[src/adcsc_pkg.sv]
package adcsc_pkg;
  // register byte offsets
  localparam logic [7:0] OFF_CTRL = 8'h00;
  localparam logic [7:0] OFF_GCTL = 8'h04;
  localparam logic [7:0] OFF_SEQFB = 8'h08;
  localparam logic [7:0] OFF_SEQLO = 8'h0C;
  localparam logic [7:0] OFF_SEQHI = 8'h10;
  localparam logic [7:0] OFF_PRIO = 8'h14;
  localparam logic [7:0] OFF_EXC = 8'h18;
  localparam logic [7:0] OFF_GSTAT = 8'h74;
  // conversion_control_status fields
  localparam int CTRL_PWR_BIT = 0;
  localparam int CTRL_SOC_BIT = 2;
  localparam int CTRL_EOC_BIT = 3;
  localparam int CTRL_MUX_LSB = 4;
  // global_control fields
  localparam int GCTL_DIV_LSB = 0;
  localparam int GCTL_PWR_LSB = 8;
  // global_status fields
  localparam int GSTAT_BUSY_BIT = 0;
  localparam int GSTAT_SAMPLE_BIT = 1;
  localparam int GSTAT_ACTIVE_CHANNEL_NUMBER_LSB = 3;
  localparam int GSTAT_PWR_LSB = 8;
  // sequencer_feedback_reg fields
  localparam int SEQFB_RUN_BIT = 0;
  localparam int SEQFB_SW_BIT = 8;
  localparam int SEQFB_SUSP_BIT = 9;
  localparam int SEQFB_ESM_BIT = 10;
  localparam int SEQFB_EIM_BIT = 11;
  // priority measurement config fields
  localparam int PRIO_CH_LSB = 0;
  localparam int PRIO_REP_LSB = 8;
  // analog power level encoding
  localparam logic [1:0] PWR_NORMAL = 2'h3;
  // converter timing in base converter clock ticks
  localparam logic [2:0] SAMPLE_TICKS = 3'h4;
  localparam logic [2:0] BIT_TICKS = 3'h4;
  localparam logic [9:0] SAR_MSB = 10'h200;
  localparam logic [3:0] SAR_TOP = 4'h9;
  localparam int RES_W = 10;
  // bus responses
  localparam logic [1:0] RESP_OKAY = 2'h0;
  localparam logic [1:0] RESP_SLVERR = 2'h2;
  localparam logic [31:0] RESET_WORD = 32'h0000_0000;

  typedef enum logic [1:0] {ST_IDLE, ST_SAMPLE, ST_CONVERT} adcsc_state_e;
  typedef enum logic [1:0] {SRC_SEQ, SRC_EIM, SRC_ESM, SRC_SW} adcsc_src_e;
endpackage

[src/adcsc_clkdiv.sv]
`timescale 1ns/10ps
`default_nettype none
module adcsc_clkdiv (
  input wire logic clk,
  input wire logic rst,
  input wire logic [5:0] div,
  output logic tick
);
  typedef struct packed {
    logic [5:0] cnt;
    logic tick;
  } adcsc_div_s;

  adcsc_div_s s_q;
  adcsc_div_s s_d;

  // one tick every div+1 module clocks
  always_comb begin
    s_d = s_q;
    s_d.tick = 1'b0;
    if (s_q.cnt >= div) begin
      s_d.cnt = 6'h00;
      s_d.tick = 1'b1;
    end else begin
      s_d.cnt = s_q.cnt + 6'h01;
    end
  end

  always_ff @(posedge clk or posedge rst) begin
    if (rst) begin
      s_q <= '0;
    end else begin
      s_q <= s_d;
    end
  end

  assign tick = s_q.tick;
endmodule
`default_nettype wire

[src/adcsc_top.sv]
// Register access over AXI4-Lite was chosen for this implementation.
`timescale 1ns/10ps
`default_nettype none
module adcsc_top (
  input wire logic clk,
  input wire logic rst,
  input wire logic [7:0] s_axi_awaddr,
  input wire logic s_axi_awvalid,
  output logic s_axi_awready,
  input wire logic [31:0] s_axi_wdata,
  input wire logic [3:0] s_axi_wstrb,
  input wire logic s_axi_wvalid,
  output logic s_axi_wready,
  output logic [1:0] s_axi_bresp,
  output logic s_axi_bvalid,
  input wire logic s_axi_bready,
  input wire logic [7:0] s_axi_araddr,
  input wire logic s_axi_arvalid,
  output logic s_axi_arready,
  output logic [31:0] s_axi_rdata,
  output logic [1:0] s_axi_rresp,
  output logic s_axi_rvalid,
  input wire logic s_axi_rready,
  input wire logic converter_debug_suspend,
  input wire logic priority_event,
  input wire logic exception_event,
  input wire logic comp_hi,
  output logic [2:0] mux_sel,
  output logic sample_hold,
  output logic [9:0] dac_code,
  output logic power_up_bit,
  output logic [1:0] analog_power_level,
  output logic [79:0] ch_result,
  output logic [7:0] ch_valid,
  output logic dma_req,
  output logic irq_conv,
  output logic irq_eim,
  output logic irq_esm
);
  typedef struct packed {
    logic bvalid;
    logic [1:0] bresp;
    logic rvalid;
    logic [31:0] rdata;
    logic [1:0] rresp;
    logic pwr_up;
    logic [2:0] mux_sw;
    logic eoc;
    logic [1:0] plevel;
    logic [1:0] pstate;
    logic [5:0] div;
    logic run;
    logic sw_mode;
    logic [31:0] seq_lo;
    logic [31:0] seq_hi;
    logic [2:0] prio_ch;
    logic [6:0] prio_rep;
    logic [7:0] exc_mask;
    adcsc_pkg::adcsc_state_e st;
    adcsc_pkg::adcsc_src_e src;
    logic [2:0] chan;
    logic [5:0] pos;
    logic [7:0] eim_left;
    logic [7:0] esm_left;
    logic [2:0] tick_cnt;
    logic [3:0] bit_idx;
    logic [9:0] sar;
    logic [2:0] active_channel_number;
    logic cmp_m;
    logic cmp_s;
    logic [79:0] res;
    logic [7:0] res_valid;
    logic dma_req;
    logic irq_conv;
    logic irq_eim;
    logic irq_esm;
  } adcsc_state_s;

  adcsc_state_s s_q;
  adcsc_state_s s_d;
  logic tick;
  logic wr_go;
  logic rd_go;
  logic [63:0] seq_mask;
  logic any_en;
  logic seq_found;
  logic [5:0] seq_idx;
  logic [2:0] esm_ch;
  logic ev_ok;
  logic eim_take;
  logic esm_take;
  logic soc_req;
  logic conv_start;
  logic conv_done;

  adcsc_clkdiv u_div (
    .clk(clk),
    .rst(rst),
    .div(s_q.div),
    .tick(tick)
  );

  function automatic logic [31:0] merge(input logic [31:0] old, input logic [31:0] nw, input logic [3:0] be);
    logic [31:0] r;
    r = old;
    for (int i = 0; i < 4; i++) begin
      if (be[i]) begin
        r[i*8 +: 8] = nw[i*8 +: 8];
      end
    end
    return r;
  endfunction

  assign seq_mask = {s_q.seq_hi, s_q.seq_lo};
  assign any_en = |seq_mask;

  // next enabled channel at or after the sequence pointer, wrapping
  always_comb begin
    seq_found = 1'b0;
    seq_idx = 6'h00;
    for (int i = 0; i < 64; i++) begin
      if (!seq_found && seq_mask[6'(s_q.pos + 6'(i))]) begin
        seq_found = 1'b1;
        seq_idx = 6'(s_q.pos + 6'(i));
      end
    end
  end

  always_comb begin
    esm_ch = 3'h0;
    for (int i = 7; i >= 0; i--) begin
      if (s_q.esm_left[i]) begin
        esm_ch = 3'(i);
      end
    end
  end

  assign s_axi_awready = s_axi_awvalid && s_axi_wvalid && !s_q.bvalid;
  assign s_axi_wready = s_axi_awready;
  assign wr_go = s_axi_awready;
  assign s_axi_arready = !s_q.rvalid;
  assign rd_go = s_axi_arvalid && s_axi_arready;
  assign soc_req = wr_go && s_axi_awaddr == adcsc_pkg::OFF_CTRL && s_axi_wstrb[0]
    && s_axi_wdata[adcsc_pkg::CTRL_SOC_BIT];
  assign ev_ok = s_q.run && !s_q.sw_mode && any_en && !converter_debug_suspend;
  assign eim_take = priority_event && ev_ok;
  assign esm_take = exception_event && ev_ok && s_q.esm_left == 8'h00;
  assign conv_start = s_q.st == adcsc_pkg::ST_IDLE && s_d.st == adcsc_pkg::ST_SAMPLE;
  // only a finished conversion posts a result; an abort from convert does not
  assign conv_done = s_d.res_valid != 8'h00;

  always_comb begin
    logic go;
    logic [2:0] go_ch;
    logic [9:0] nsar;
    adcsc_pkg::adcsc_src_e go_src;
    go = 1'b0;
    go_ch = 3'h0;
    nsar = s_q.sar;
    go_src = adcsc_pkg::SRC_SW;
    s_d = s_q;
    s_d.res_valid = 8'h00;
    s_d.dma_req = 1'b0;
    s_d.irq_conv = 1'b0;
    s_d.irq_eim = 1'b0;
    s_d.irq_esm = 1'b0;
    s_d.cmp_m = comp_hi;
    s_d.cmp_s = s_q.cmp_m;
    s_d.pstate = s_q.plevel;
    // bus write
    if (s_q.bvalid && s_axi_bready) begin
      s_d.bvalid = 1'b0;
    end
    if (wr_go) begin
      s_d.bvalid = 1'b1;
      s_d.bresp = adcsc_pkg::RESP_OKAY;
      case (s_axi_awaddr)
        adcsc_pkg::OFF_CTRL: begin
          if (s_axi_wstrb[0]) begin
            s_d.pwr_up = s_axi_wdata[adcsc_pkg::CTRL_PWR_BIT];
            s_d.mux_sw = s_axi_wdata[adcsc_pkg::CTRL_MUX_LSB +: 3];
          end
        end
        adcsc_pkg::OFF_GCTL: begin
          if (s_axi_wstrb[0]) begin
            s_d.div = s_axi_wdata[adcsc_pkg::GCTL_DIV_LSB +: 6];
          end
          if (s_axi_wstrb[1]) begin
            s_d.plevel = s_axi_wdata[adcsc_pkg::GCTL_PWR_LSB +: 2];
          end
        end
        adcsc_pkg::OFF_SEQFB: begin
          if (s_axi_wstrb[0]) begin
            s_d.run = s_axi_wdata[adcsc_pkg::SEQFB_RUN_BIT];
          end
        end
        adcsc_pkg::OFF_SEQLO: s_d.seq_lo = merge(s_q.seq_lo, s_axi_wdata, s_axi_wstrb);
        adcsc_pkg::OFF_SEQHI: s_d.seq_hi = merge(s_q.seq_hi, s_axi_wdata, s_axi_wstrb);
        adcsc_pkg::OFF_PRIO: begin
          if (s_axi_wstrb[0]) begin
            s_d.prio_ch = s_axi_wdata[adcsc_pkg::PRIO_CH_LSB +: 3];
          end
          if (s_axi_wstrb[1]) begin
            s_d.prio_rep = s_axi_wdata[adcsc_pkg::PRIO_REP_LSB +: 7];
          end
        end
        adcsc_pkg::OFF_EXC: begin
          if (s_axi_wstrb[0]) begin
            s_d.exc_mask = s_axi_wdata[7:0];
          end
        end
        adcsc_pkg::OFF_GSTAT: s_d.bresp = adcsc_pkg::RESP_OKAY;
        default: s_d.bresp = adcsc_pkg::RESP_SLVERR;
      endcase
    end
    // bus read
    if (s_q.rvalid && s_axi_rready) begin
      s_d.rvalid = 1'b0;
    end
    if (rd_go) begin
      s_d.rvalid = 1'b1;
      s_d.rresp = adcsc_pkg::RESP_OKAY;
      s_d.rdata = adcsc_pkg::RESET_WORD;
      case (s_axi_araddr)
        adcsc_pkg::OFF_CTRL: begin
          s_d.rdata[adcsc_pkg::CTRL_PWR_BIT] = s_q.pwr_up;
          s_d.rdata[adcsc_pkg::CTRL_SOC_BIT] = s_q.st != adcsc_pkg::ST_IDLE
            && s_q.src == adcsc_pkg::SRC_SW;
          s_d.rdata[adcsc_pkg::CTRL_EOC_BIT] = s_q.eoc;
          s_d.rdata[adcsc_pkg::CTRL_MUX_LSB +: 3] = s_q.mux_sw;
          s_d.eoc = 1'b0;
        end
        adcsc_pkg::OFF_GCTL: begin
          s_d.rdata[adcsc_pkg::GCTL_DIV_LSB +: 6] = s_q.div;
          s_d.rdata[adcsc_pkg::GCTL_PWR_LSB +: 2] = s_q.plevel;
        end
        adcsc_pkg::OFF_SEQFB: begin
          s_d.rdata[adcsc_pkg::SEQFB_RUN_BIT] = s_q.run;
          s_d.rdata[adcsc_pkg::SEQFB_SW_BIT] = s_q.sw_mode;
          s_d.rdata[adcsc_pkg::SEQFB_SUSP_BIT] = s_q.run && !s_q.sw_mode && !any_en;
          s_d.rdata[adcsc_pkg::SEQFB_ESM_BIT] = s_q.esm_left != 8'h00;
          s_d.rdata[adcsc_pkg::SEQFB_EIM_BIT] = s_q.eim_left != 8'h00;
        end
        adcsc_pkg::OFF_SEQLO: s_d.rdata = s_q.seq_lo;
        adcsc_pkg::OFF_SEQHI: s_d.rdata = s_q.seq_hi;
        adcsc_pkg::OFF_PRIO: begin
          s_d.rdata[adcsc_pkg::PRIO_CH_LSB +: 3] = s_q.prio_ch;
          s_d.rdata[adcsc_pkg::PRIO_REP_LSB +: 7] = s_q.prio_rep;
        end
        adcsc_pkg::OFF_EXC: s_d.rdata[7:0] = s_q.exc_mask;
        adcsc_pkg::OFF_GSTAT: begin
          s_d.rdata[adcsc_pkg::GSTAT_BUSY_BIT] = s_q.st != adcsc_pkg::ST_IDLE;
          s_d.rdata[adcsc_pkg::GSTAT_SAMPLE_BIT] = s_q.st == adcsc_pkg::ST_SAMPLE;
          s_d.rdata[adcsc_pkg::GSTAT_ACTIVE_CHANNEL_NUMBER_LSB +: 3] = s_q.active_channel_number;
          s_d.rdata[adcsc_pkg::GSTAT_PWR_LSB +: 2] = s_q.pstate;
        end
        default: s_d.rresp = adcsc_pkg::RESP_SLVERR;
      endcase
    end
    // inserted events
    if (eim_take) begin
      s_d.eim_left = {1'b0, s_q.prio_rep} + 8'h01;
    end
    if (esm_take) begin
      s_d.esm_left = s_q.exc_mask;
    end
    if (s_q.st != adcsc_pkg::ST_IDLE && ((eim_take && (s_q.src == adcsc_pkg::SRC_SEQ
        || s_q.src == adcsc_pkg::SRC_ESM)) || (esm_take && s_q.src == adcsc_pkg::SRC_SEQ))) begin
      s_d.st = adcsc_pkg::ST_IDLE;
    end else begin
      case (s_q.st)
        adcsc_pkg::ST_IDLE: begin
          if (!s_q.run && !s_q.sw_mode) begin
            s_d.sw_mode = 1'b1;
            s_d.eim_left = 8'h00;
            s_d.esm_left = 8'h00;
          end else if (s_q.run && s_q.sw_mode) begin
            s_d.sw_mode = 1'b0;
            s_d.pos = 6'h00;
          end else if (s_q.pwr_up && s_q.plevel == adcsc_pkg::PWR_NORMAL) begin
            if (!s_q.sw_mode && !converter_debug_suspend) begin
              if (s_q.eim_left != 8'h00) begin
                go = 1'b1;
                go_src = adcsc_pkg::SRC_EIM;
                go_ch = s_q.prio_ch;
              end else if (s_q.esm_left != 8'h00) begin
                go = 1'b1;
                go_src = adcsc_pkg::SRC_ESM;
                go_ch = esm_ch;
              end else if (seq_found) begin
                go = 1'b1;
                go_src = adcsc_pkg::SRC_SEQ;
                go_ch = seq_idx[2:0];
                s_d.pos = seq_idx;
              end
            end else if (s_q.sw_mode && soc_req) begin
              go = 1'b1;
              go_src = adcsc_pkg::SRC_SW;
              // channel from the same write that carries the start bit
              go_ch = s_axi_wdata[adcsc_pkg::CTRL_MUX_LSB +: 3];
            end
          end
          if (go) begin
            s_d.st = adcsc_pkg::ST_SAMPLE;
            s_d.src = go_src;
            s_d.chan = go_ch;
            s_d.active_channel_number = go_ch;
            s_d.tick_cnt = 3'h0;
          end
        end
        adcsc_pkg::ST_SAMPLE: begin
          if (tick) begin
            if (s_q.tick_cnt == adcsc_pkg::SAMPLE_TICKS - 3'h1) begin
              s_d.st = adcsc_pkg::ST_CONVERT;
              s_d.sar = adcsc_pkg::SAR_MSB;
              s_d.bit_idx = adcsc_pkg::SAR_TOP;
              s_d.tick_cnt = 3'h0;
            end else begin
              s_d.tick_cnt = s_q.tick_cnt + 3'h1;
            end
          end
        end
        adcsc_pkg::ST_CONVERT: begin
          if (tick) begin
            if (s_q.tick_cnt == adcsc_pkg::BIT_TICKS - 3'h1) begin
              s_d.tick_cnt = 3'h0;
              if (!s_q.cmp_s) begin
                nsar[s_q.bit_idx] = 1'b0;
              end
              if (s_q.bit_idx == 4'h0) begin
                s_d.st = adcsc_pkg::ST_IDLE;
                s_d.res[s_q.chan*adcsc_pkg::RES_W +: adcsc_pkg::RES_W] = nsar;
                s_d.res_valid[s_q.chan] = 1'b1;
                s_d.dma_req = 1'b1;
                s_d.irq_conv = 1'b1;
                s_d.eoc = 1'b1;
                case (s_q.src)
                  adcsc_pkg::SRC_SEQ: s_d.pos = s_q.pos + 6'h01;
                  adcsc_pkg::SRC_EIM: begin
                    s_d.eim_left = s_q.eim_left - 8'h01;
                    s_d.irq_eim = s_q.eim_left == 8'h01;
                  end
                  adcsc_pkg::SRC_ESM: begin
                    s_d.esm_left[s_q.chan] = 1'b0;
                    s_d.irq_esm = (s_q.esm_left & ~(8'h01 << s_q.chan)) == 8'h00;
                  end
                  default: s_d.pos = s_q.pos;
                endcase
              end else begin
                nsar[s_q.bit_idx - 4'h1] = 1'b1;
                s_d.bit_idx = s_q.bit_idx - 4'h1;
              end
              s_d.sar = nsar;
            end else begin
              s_d.tick_cnt = s_q.tick_cnt + 3'h1;
            end
          end
        end
        default: s_d.st = adcsc_pkg::ST_IDLE;
      endcase
    end
  end

  always_ff @(posedge clk or posedge rst) begin
    if (rst) begin
      s_q <= '0;
      s_q.sw_mode <= 1'b1;
    end else begin
      s_q <= s_d;
    end
  end

  assign s_axi_bvalid = s_q.bvalid;
  assign s_axi_bresp = s_q.bresp;
  assign s_axi_rvalid = s_q.rvalid;
  assign s_axi_rdata = s_q.rdata;
  assign s_axi_rresp = s_q.rresp;
  assign mux_sel = s_q.chan;
  assign sample_hold = s_q.st == adcsc_pkg::ST_SAMPLE;
  assign dac_code = s_q.sar;
  assign power_up_bit = s_q.pwr_up;
  assign analog_power_level = s_q.plevel;
  assign ch_result = s_q.res;
  assign ch_valid = s_q.res_valid;
  assign dma_req = s_q.dma_req;
  assign irq_conv = s_q.irq_conv;
  assign irq_eim = s_q.irq_eim;
  assign irq_esm = s_q.irq_esm;
endmodule
`default_nettype wire

[config.mk]
export PLATFORM = sky130hd
export DESIGN_NAME = adcsc_top
export DESIGN_NICKNAME = d
export VERILOG_FILES = /design/src/adcsc_pkg.sv /design/src/adcsc_clkdiv.sv /design/src/adcsc_top.sv
export SDC_FILE = /design/constraint.sdc
export NUM_CORES = 1
export LEC_CHECK = 0
export BUFFER_PORTS_ARGS = -buffer_cell sky130_fd_sc_hd__buf_4
export CAP_MARGIN = 20
export CORE_MARGIN = 3
export CORE_UTILIZATION = 45
export CTS_BUF_LIST = sky130_fd_sc_hd__clkbuf_16
export DETAILED_ROUTE_END_ITERATION = 16
export PLACE_DENSITY = 0.6
export SETUP_SLACK_MARGIN = 0.3
export SLEW_MARGIN = 20
export SYNTH_ARGS = -nofsm -noshare
export SYNTH_HDL_FRONTEND = slang
export SYNTH_SLANG_ARGS = --single-unit
[constraint.sdc]
create_clock -name clk -period 19.4 [get_ports clk]
set_input_delay 5.82 -clock clk [delete_from_list [all_inputs] [get_ports clk]]
set_output_delay 5.82 -clock clk [all_outputs]
set_load 0.005 [all_outputs]
* Yosys cells after proc, flatten, opt, wreduce, memory -nomap -nowiden *
Cells that the tools add are included.
W data, S select, Z words.

storage, ports and cells
  bits in registers = 284
  input bits = 63
  output and inout port bits = 150
  word-level logic and storage cells = 815

operators by class
  add/sub/neg operators = 69
  $mul = 1
  order comparisons = 71
  equality and inequality tests = 43
  shifts and indexed selects = 3
  mux-type cells = 372
  bitwise gates (word level) = 8
  reduce and logical (&&, ||, !) cells = 204

operators by type and width
  cell                        count
  $lt A6 B7 Y1 const B        64
  $mux W6                     73
  $bmux W1 S6                 64
  $add A6 B6 Y6 const B       32
  $mux W1                     155
  $add A6 B5 Y6 const B       16
  $logic_and A1 B1 Y1         90
  $bwmux W80                  1
  $shift A10 B34 Y80 const A  1
  $shiftx A10 B34 Y80         1
  $logic_not A1 Y1            69
  $ne A66 B65 Y1 const B      1
  $reduce_or A64 Y1           1
  $mux W3                     21
  $mux W10                    6
  $mux W12                    5
  $reduce_and A3 Y1           17
  $add A6 B4 Y6 const B       8
  $eq A8 B5 Y1 const B        6
  $mux W22                    2
  $pmux W22 S2                1
  $mux W39                    1
  $mux W36                    1
  $mux W35                    1
  66 further kinds            134

* Longest topological paths before layout *
  depth in word-level cells = 204
  depth in mapped cells = 31
  depth with buffers taken out = 20

* By module *
A second synthesis with hierarchy kept.

unflattened totals
  cell total of the unflattened synthesis = 3101
  area, all modules = 27561.4 um^2

by module, submodules not included
  module        instances  cells each  area each (um^2)  seq. area each (um^2)
  adcsc_top     1          3055        27112.3           6857.8
  adcsc_clkdiv  1          46          449.2             175.2

* Worst setup path after synthesis *
OpenSTA, ideal clock, no wires.

  path type = in2out
  start point = in s_axi_awvalid
  end point = out s_axi_wready
  data arrival time = 6.437 ns
  data required time = 13.580 ns
  path slack = 7.143 ns
  stages = 3
  buffers on the path = 1
  path through = nand2_1 nor2_1 buf_4

on the way
  longest elaborated chain between the ends = 2

ends and longest elaborated chain
  item                               line              RTL
  from (decl)                        adcsc_top.sv:8    input wire logic s_axi_awvalid,
  $logic_and A1 B1 Y1 (2 in series)  adcsc_top.sv:138  assign s_axi_awready = s_axi_awvalid && s_axi_wvalid && !s_q.bvalid;
  to (decl)                          adcsc_top.sv:13   output logic s_axi_wready,

Every way passes these cells.

* Final worst setup path *
  start point = in s_axi_awvalid
  end point = out s_axi_awready

on the way
  longest elaborated chain between the ends = 2

ends and longest elaborated chain
  item                               line              RTL
  $logic_and A1 B1 Y1 (2 in series)  adcsc_top.sv:138
  to (decl)                          adcsc_top.sv:9    output logic s_axi_awready,

Every way passes these cells.

==> results by group <==
Place
  – Pre-CTS WS: 6.836 ns
  – I/O Buffers: 210
  – Detailed placer's ending HPWL: 94490 um
  – Final GP Congestion: 1.023

Routing
  – Max Used Layer: met5
  – Vias/cell: 6.937
  – Remaining DRCs: 0
  – DRT iter0 DRCs: 3697
  – DRT met1 WL: 49050 um
  – Metal3 WL: 11890 um
  – WL final: 123900 um
  – Met2 wire len: 56060 um
  – Via count: 27890
  – Post-route ant nets: 0
  – DRT Pass-1 Iters: 6
  – WL/cell: 30.82 um

STA
  – Final Critical Period: 12.56 ns
  – Fmax: 79.61 MHz
  – Slew @ Worst Pin: 1.178 ns
  – RSZ-0062 raised after global routing: false
  – Slew margin rel.: 21.17%
  – Smallest setup slack after layout: 6.839 ns
  – Fin. Hold Viols: 0
  – Setup TNS: 0 ns
  – Max-slew violation count: 0
  – Finish-stage setup viols: 0
  – Tcrit/Tclk final: 64.75%
  – Setup skew after layout: 0.04155 ns

Job
  – Max-cap violations: 0

Floorplan
  – Die area: 65550 um^2
  – I/O pin count: 213
  – Die H: 256.0 um
  – Starting density of the core: 45.50%
  – Core footprint: 61830 um^2
  – FP Rows: 91
  – DIE WIDTH: 256.0 um

GRT
  – First-pass GRT wire length: 180900 um
  – Gr usage total: 36.58%
  – Vias in the first global route: 26710
  – Initial antenna violation count: 2
  – Largest net degree at the start of global routing: 143
  – GRT Residual Overflow: 0

Finish
  – Footprint of the multi-input gates: 19130 um^2
  – Share of layout cells above drive strength 1: 24.54%
  – Storage element area: 7042 um^2
  – Area Growth Syn to Fin: 9.292%
  – Nets: 3275
  – Fillcell total: 5869

Worst setup path
  – Cells along the critical path: buf_4 -> nand2_1 -> nor2_1 -> buf_4
  – Reg2reg start: s_q[130]$_DFFE_PP0P_
  – Most used cell along the critical path: buf_4
  – Top Family by Delay on Critical Path: simple AND/OR/NAND/NOR gates
  – Crit Path Max Fanout: 11
  – CP Class: primary input to output port
  – Endpoint class of the critical path: output port
  – CP startpoint: s_axi_awvalid
  – CP max-delay cell: nor2_1
  – CP required: 13.58 ns
  – Startpoint Class: primary input
  – CP bufs+invs: 2
  – Crit path arrival time: 6.74 ns
  – CP peak stage delay: 0.54 ns

Logic synthesis
  – Synth area leaders: dfrtp_1 25%, mux4_2 12%, mux2_2 8.9%, mux2i_1 4.2%, nand2_1 4.1%
  – Synth top area share: 24.91%
  – Top-count cell post-synth: nand2_1
  – Post-synth EDFFs: 0
  – Synth Cell Area: 28130 um^2
  – Synth area leader: dfrtp_1
  – Synth Warn #: 0
  – Commonest cells post-synth: 309 x nand2_1, 280 x dfrtp_1, 263 x nor2_1, 223 x mux2_2, 188 x o21ai_0
  – Mean post-synth cell area: 8.941 um^2
  – Synth Register Bits: 281
  – Sequential share of the synthesized area: 25.00%
  – Async set-reset flop share out of synthesis: 100.0%
  – Ys flop type: dfrtp_1
  – Post-synth cell types: 100
  – Syn Inst Count: 3146

Power and ir drop
  – Power per cell area: 162.0 nW/um^2
  – LEAKAGE: 12.98 nW
  – VDD IR max: 0.1287 mV

Clock tree
  – Num CTS Buffers: 34
  – Clk_lat worst skew: 0.57 ns
  – Clock tree from TritonCTS: built
  – Hold-fix buffers at CTS: 0
  – Postcts setup bufs: 0
  – Clock Sinks: 281
  – Max Root-Sink Buffers: 3
  – Post_cts resized: 0
  – Clk pin slew, worst setup/hold paths: 0.06 ns
  – H-Tree Depth: 2
  – Root Driver: clkbuf_16

Hold path
  – Worst Hold Class: flip-flop to flip-flop
  – Worst hold start: s_d[92]$_DFF_PP0_

Status
  – Outcome: finished, final reports clean
[sequential cells by signal, summed over array words and instances, names as in the netlist]
| name | flops |
|---|---|
| irq_esm | 1 |
| irq_eim | 1 |
| ch_result | 80 |
| u_div.s_q | 6 |
| u_div.tick | 1 |
| power_up_bit | 1 |
| dma_req | 1 |
| analog_power_level | 2 |
| s_axi_rvalid | 1 |
| s_axi_rdata | 32 |
| s_axi_bresp | 1 |
| s_axi_rresp | 1 |
| s_q | 133 |
| s_d | 1 |
| dac_code | 10 |
| s_axi_bvalid | 1 |
| ch_valid | 8 |
[per-layer routing]
metal | vias up | track usage (%)
li1 | 11870 | -
met1 | 13900 | 48.51
met2 | 1767 | 57.87
met3 | 361 | 7.302
met4 | 2 | 16.72
met5 | - | 0
[power breakdown]
part,leakage [nW],switching (mW),internal [mW]
combinational,8.59,2.57,1.14
sequential,3.86,0.0505,0.607
clock,0.531,0.262,0.348
[cells in the final DEF (no fill, tap or decap), types with 26 or more instances in the layout]
master,instances
nor3_1,65
nand3_1,84
mux4_2,153
xnor2_1,48
o21ai_0,188
clkbuf_16,34
and2_1,33
o22ai_1,58
nor2b_1,33
nor2_1,263
mux2i_1,119
nand2_1,308
a21oi_1,186
buf_4,285
o31ai_1,26
mux2_2,223
a22oi_1,47
inv_1,87
dfrtp_1,277
ha_1,49
a2111oi_0,34
nor4_1,41
[cell type report]
class	count	area share (%)
Sequential cell	281	22.91
Timing Repair Buffer	285	6.959
Clock buffer	34	2.767
Multi-Input combinational cell	2473	62.21
Antenna cell	1	0.008140
Inverter	87	1.087
Clock inverter	23	0.6552
Tap cell	837	3.406
[through the flow]
stage / util [%] / std cells / hold WS, ns / power [mW] / cell area, um^2
6_report: 49.73 / 4021 / 0.3501 / 4.982 / 30740
5_1_grt: 49.72 / 4020 / 0.3536 / 5.125 / 30740
4_1_cts: 49.69 / 4020 / 0.3552 / 4.835 / 30720
3_5_place_dp: 47.98 / 3963 / 0.3449 / 4.207 / 29670
3_3_place_gp: 47.97 / 3963 / 0.3315 / 4.211 / 29660
2_1_floorplan: - / 3147 / 0.3312 / 2.882 / 28130
[cells by family (layout without fill, tap and decap cells)]
logic type	count (synthesis)	in the layout	share of synthesized area, %
simple gates	1006	1006	17.47
flops	281	281	25.00
compound gates	830	830	19.45
mux	497	497	25.53
xor+xnor	88	88	2.767
fa+ha+maj	50	50	2.224
other cells	1	3	0.01333
buf+inv	393	429	7.539
[worst paths after layout]
path	to	cells past startpoint	slack, ns
hold / removal	s_q[92]$_DFF_PP0_	0	0.35
setup / recovery	s_axi_awready	4	6.84
min in group asynchronous	u_div.s_q[1]$_DFF_PP0_	2	5.49
setup reg to reg	s_q[96]$_DFFE_PP0P_	20	10.06
hold reg to reg	s_q[92]$_DFF_PP0_	0	0.35
max in group asynchronous	ch_result[34]$_DFFE_PP0P_	3	12.31
Power figures use the tool's default switching activity.
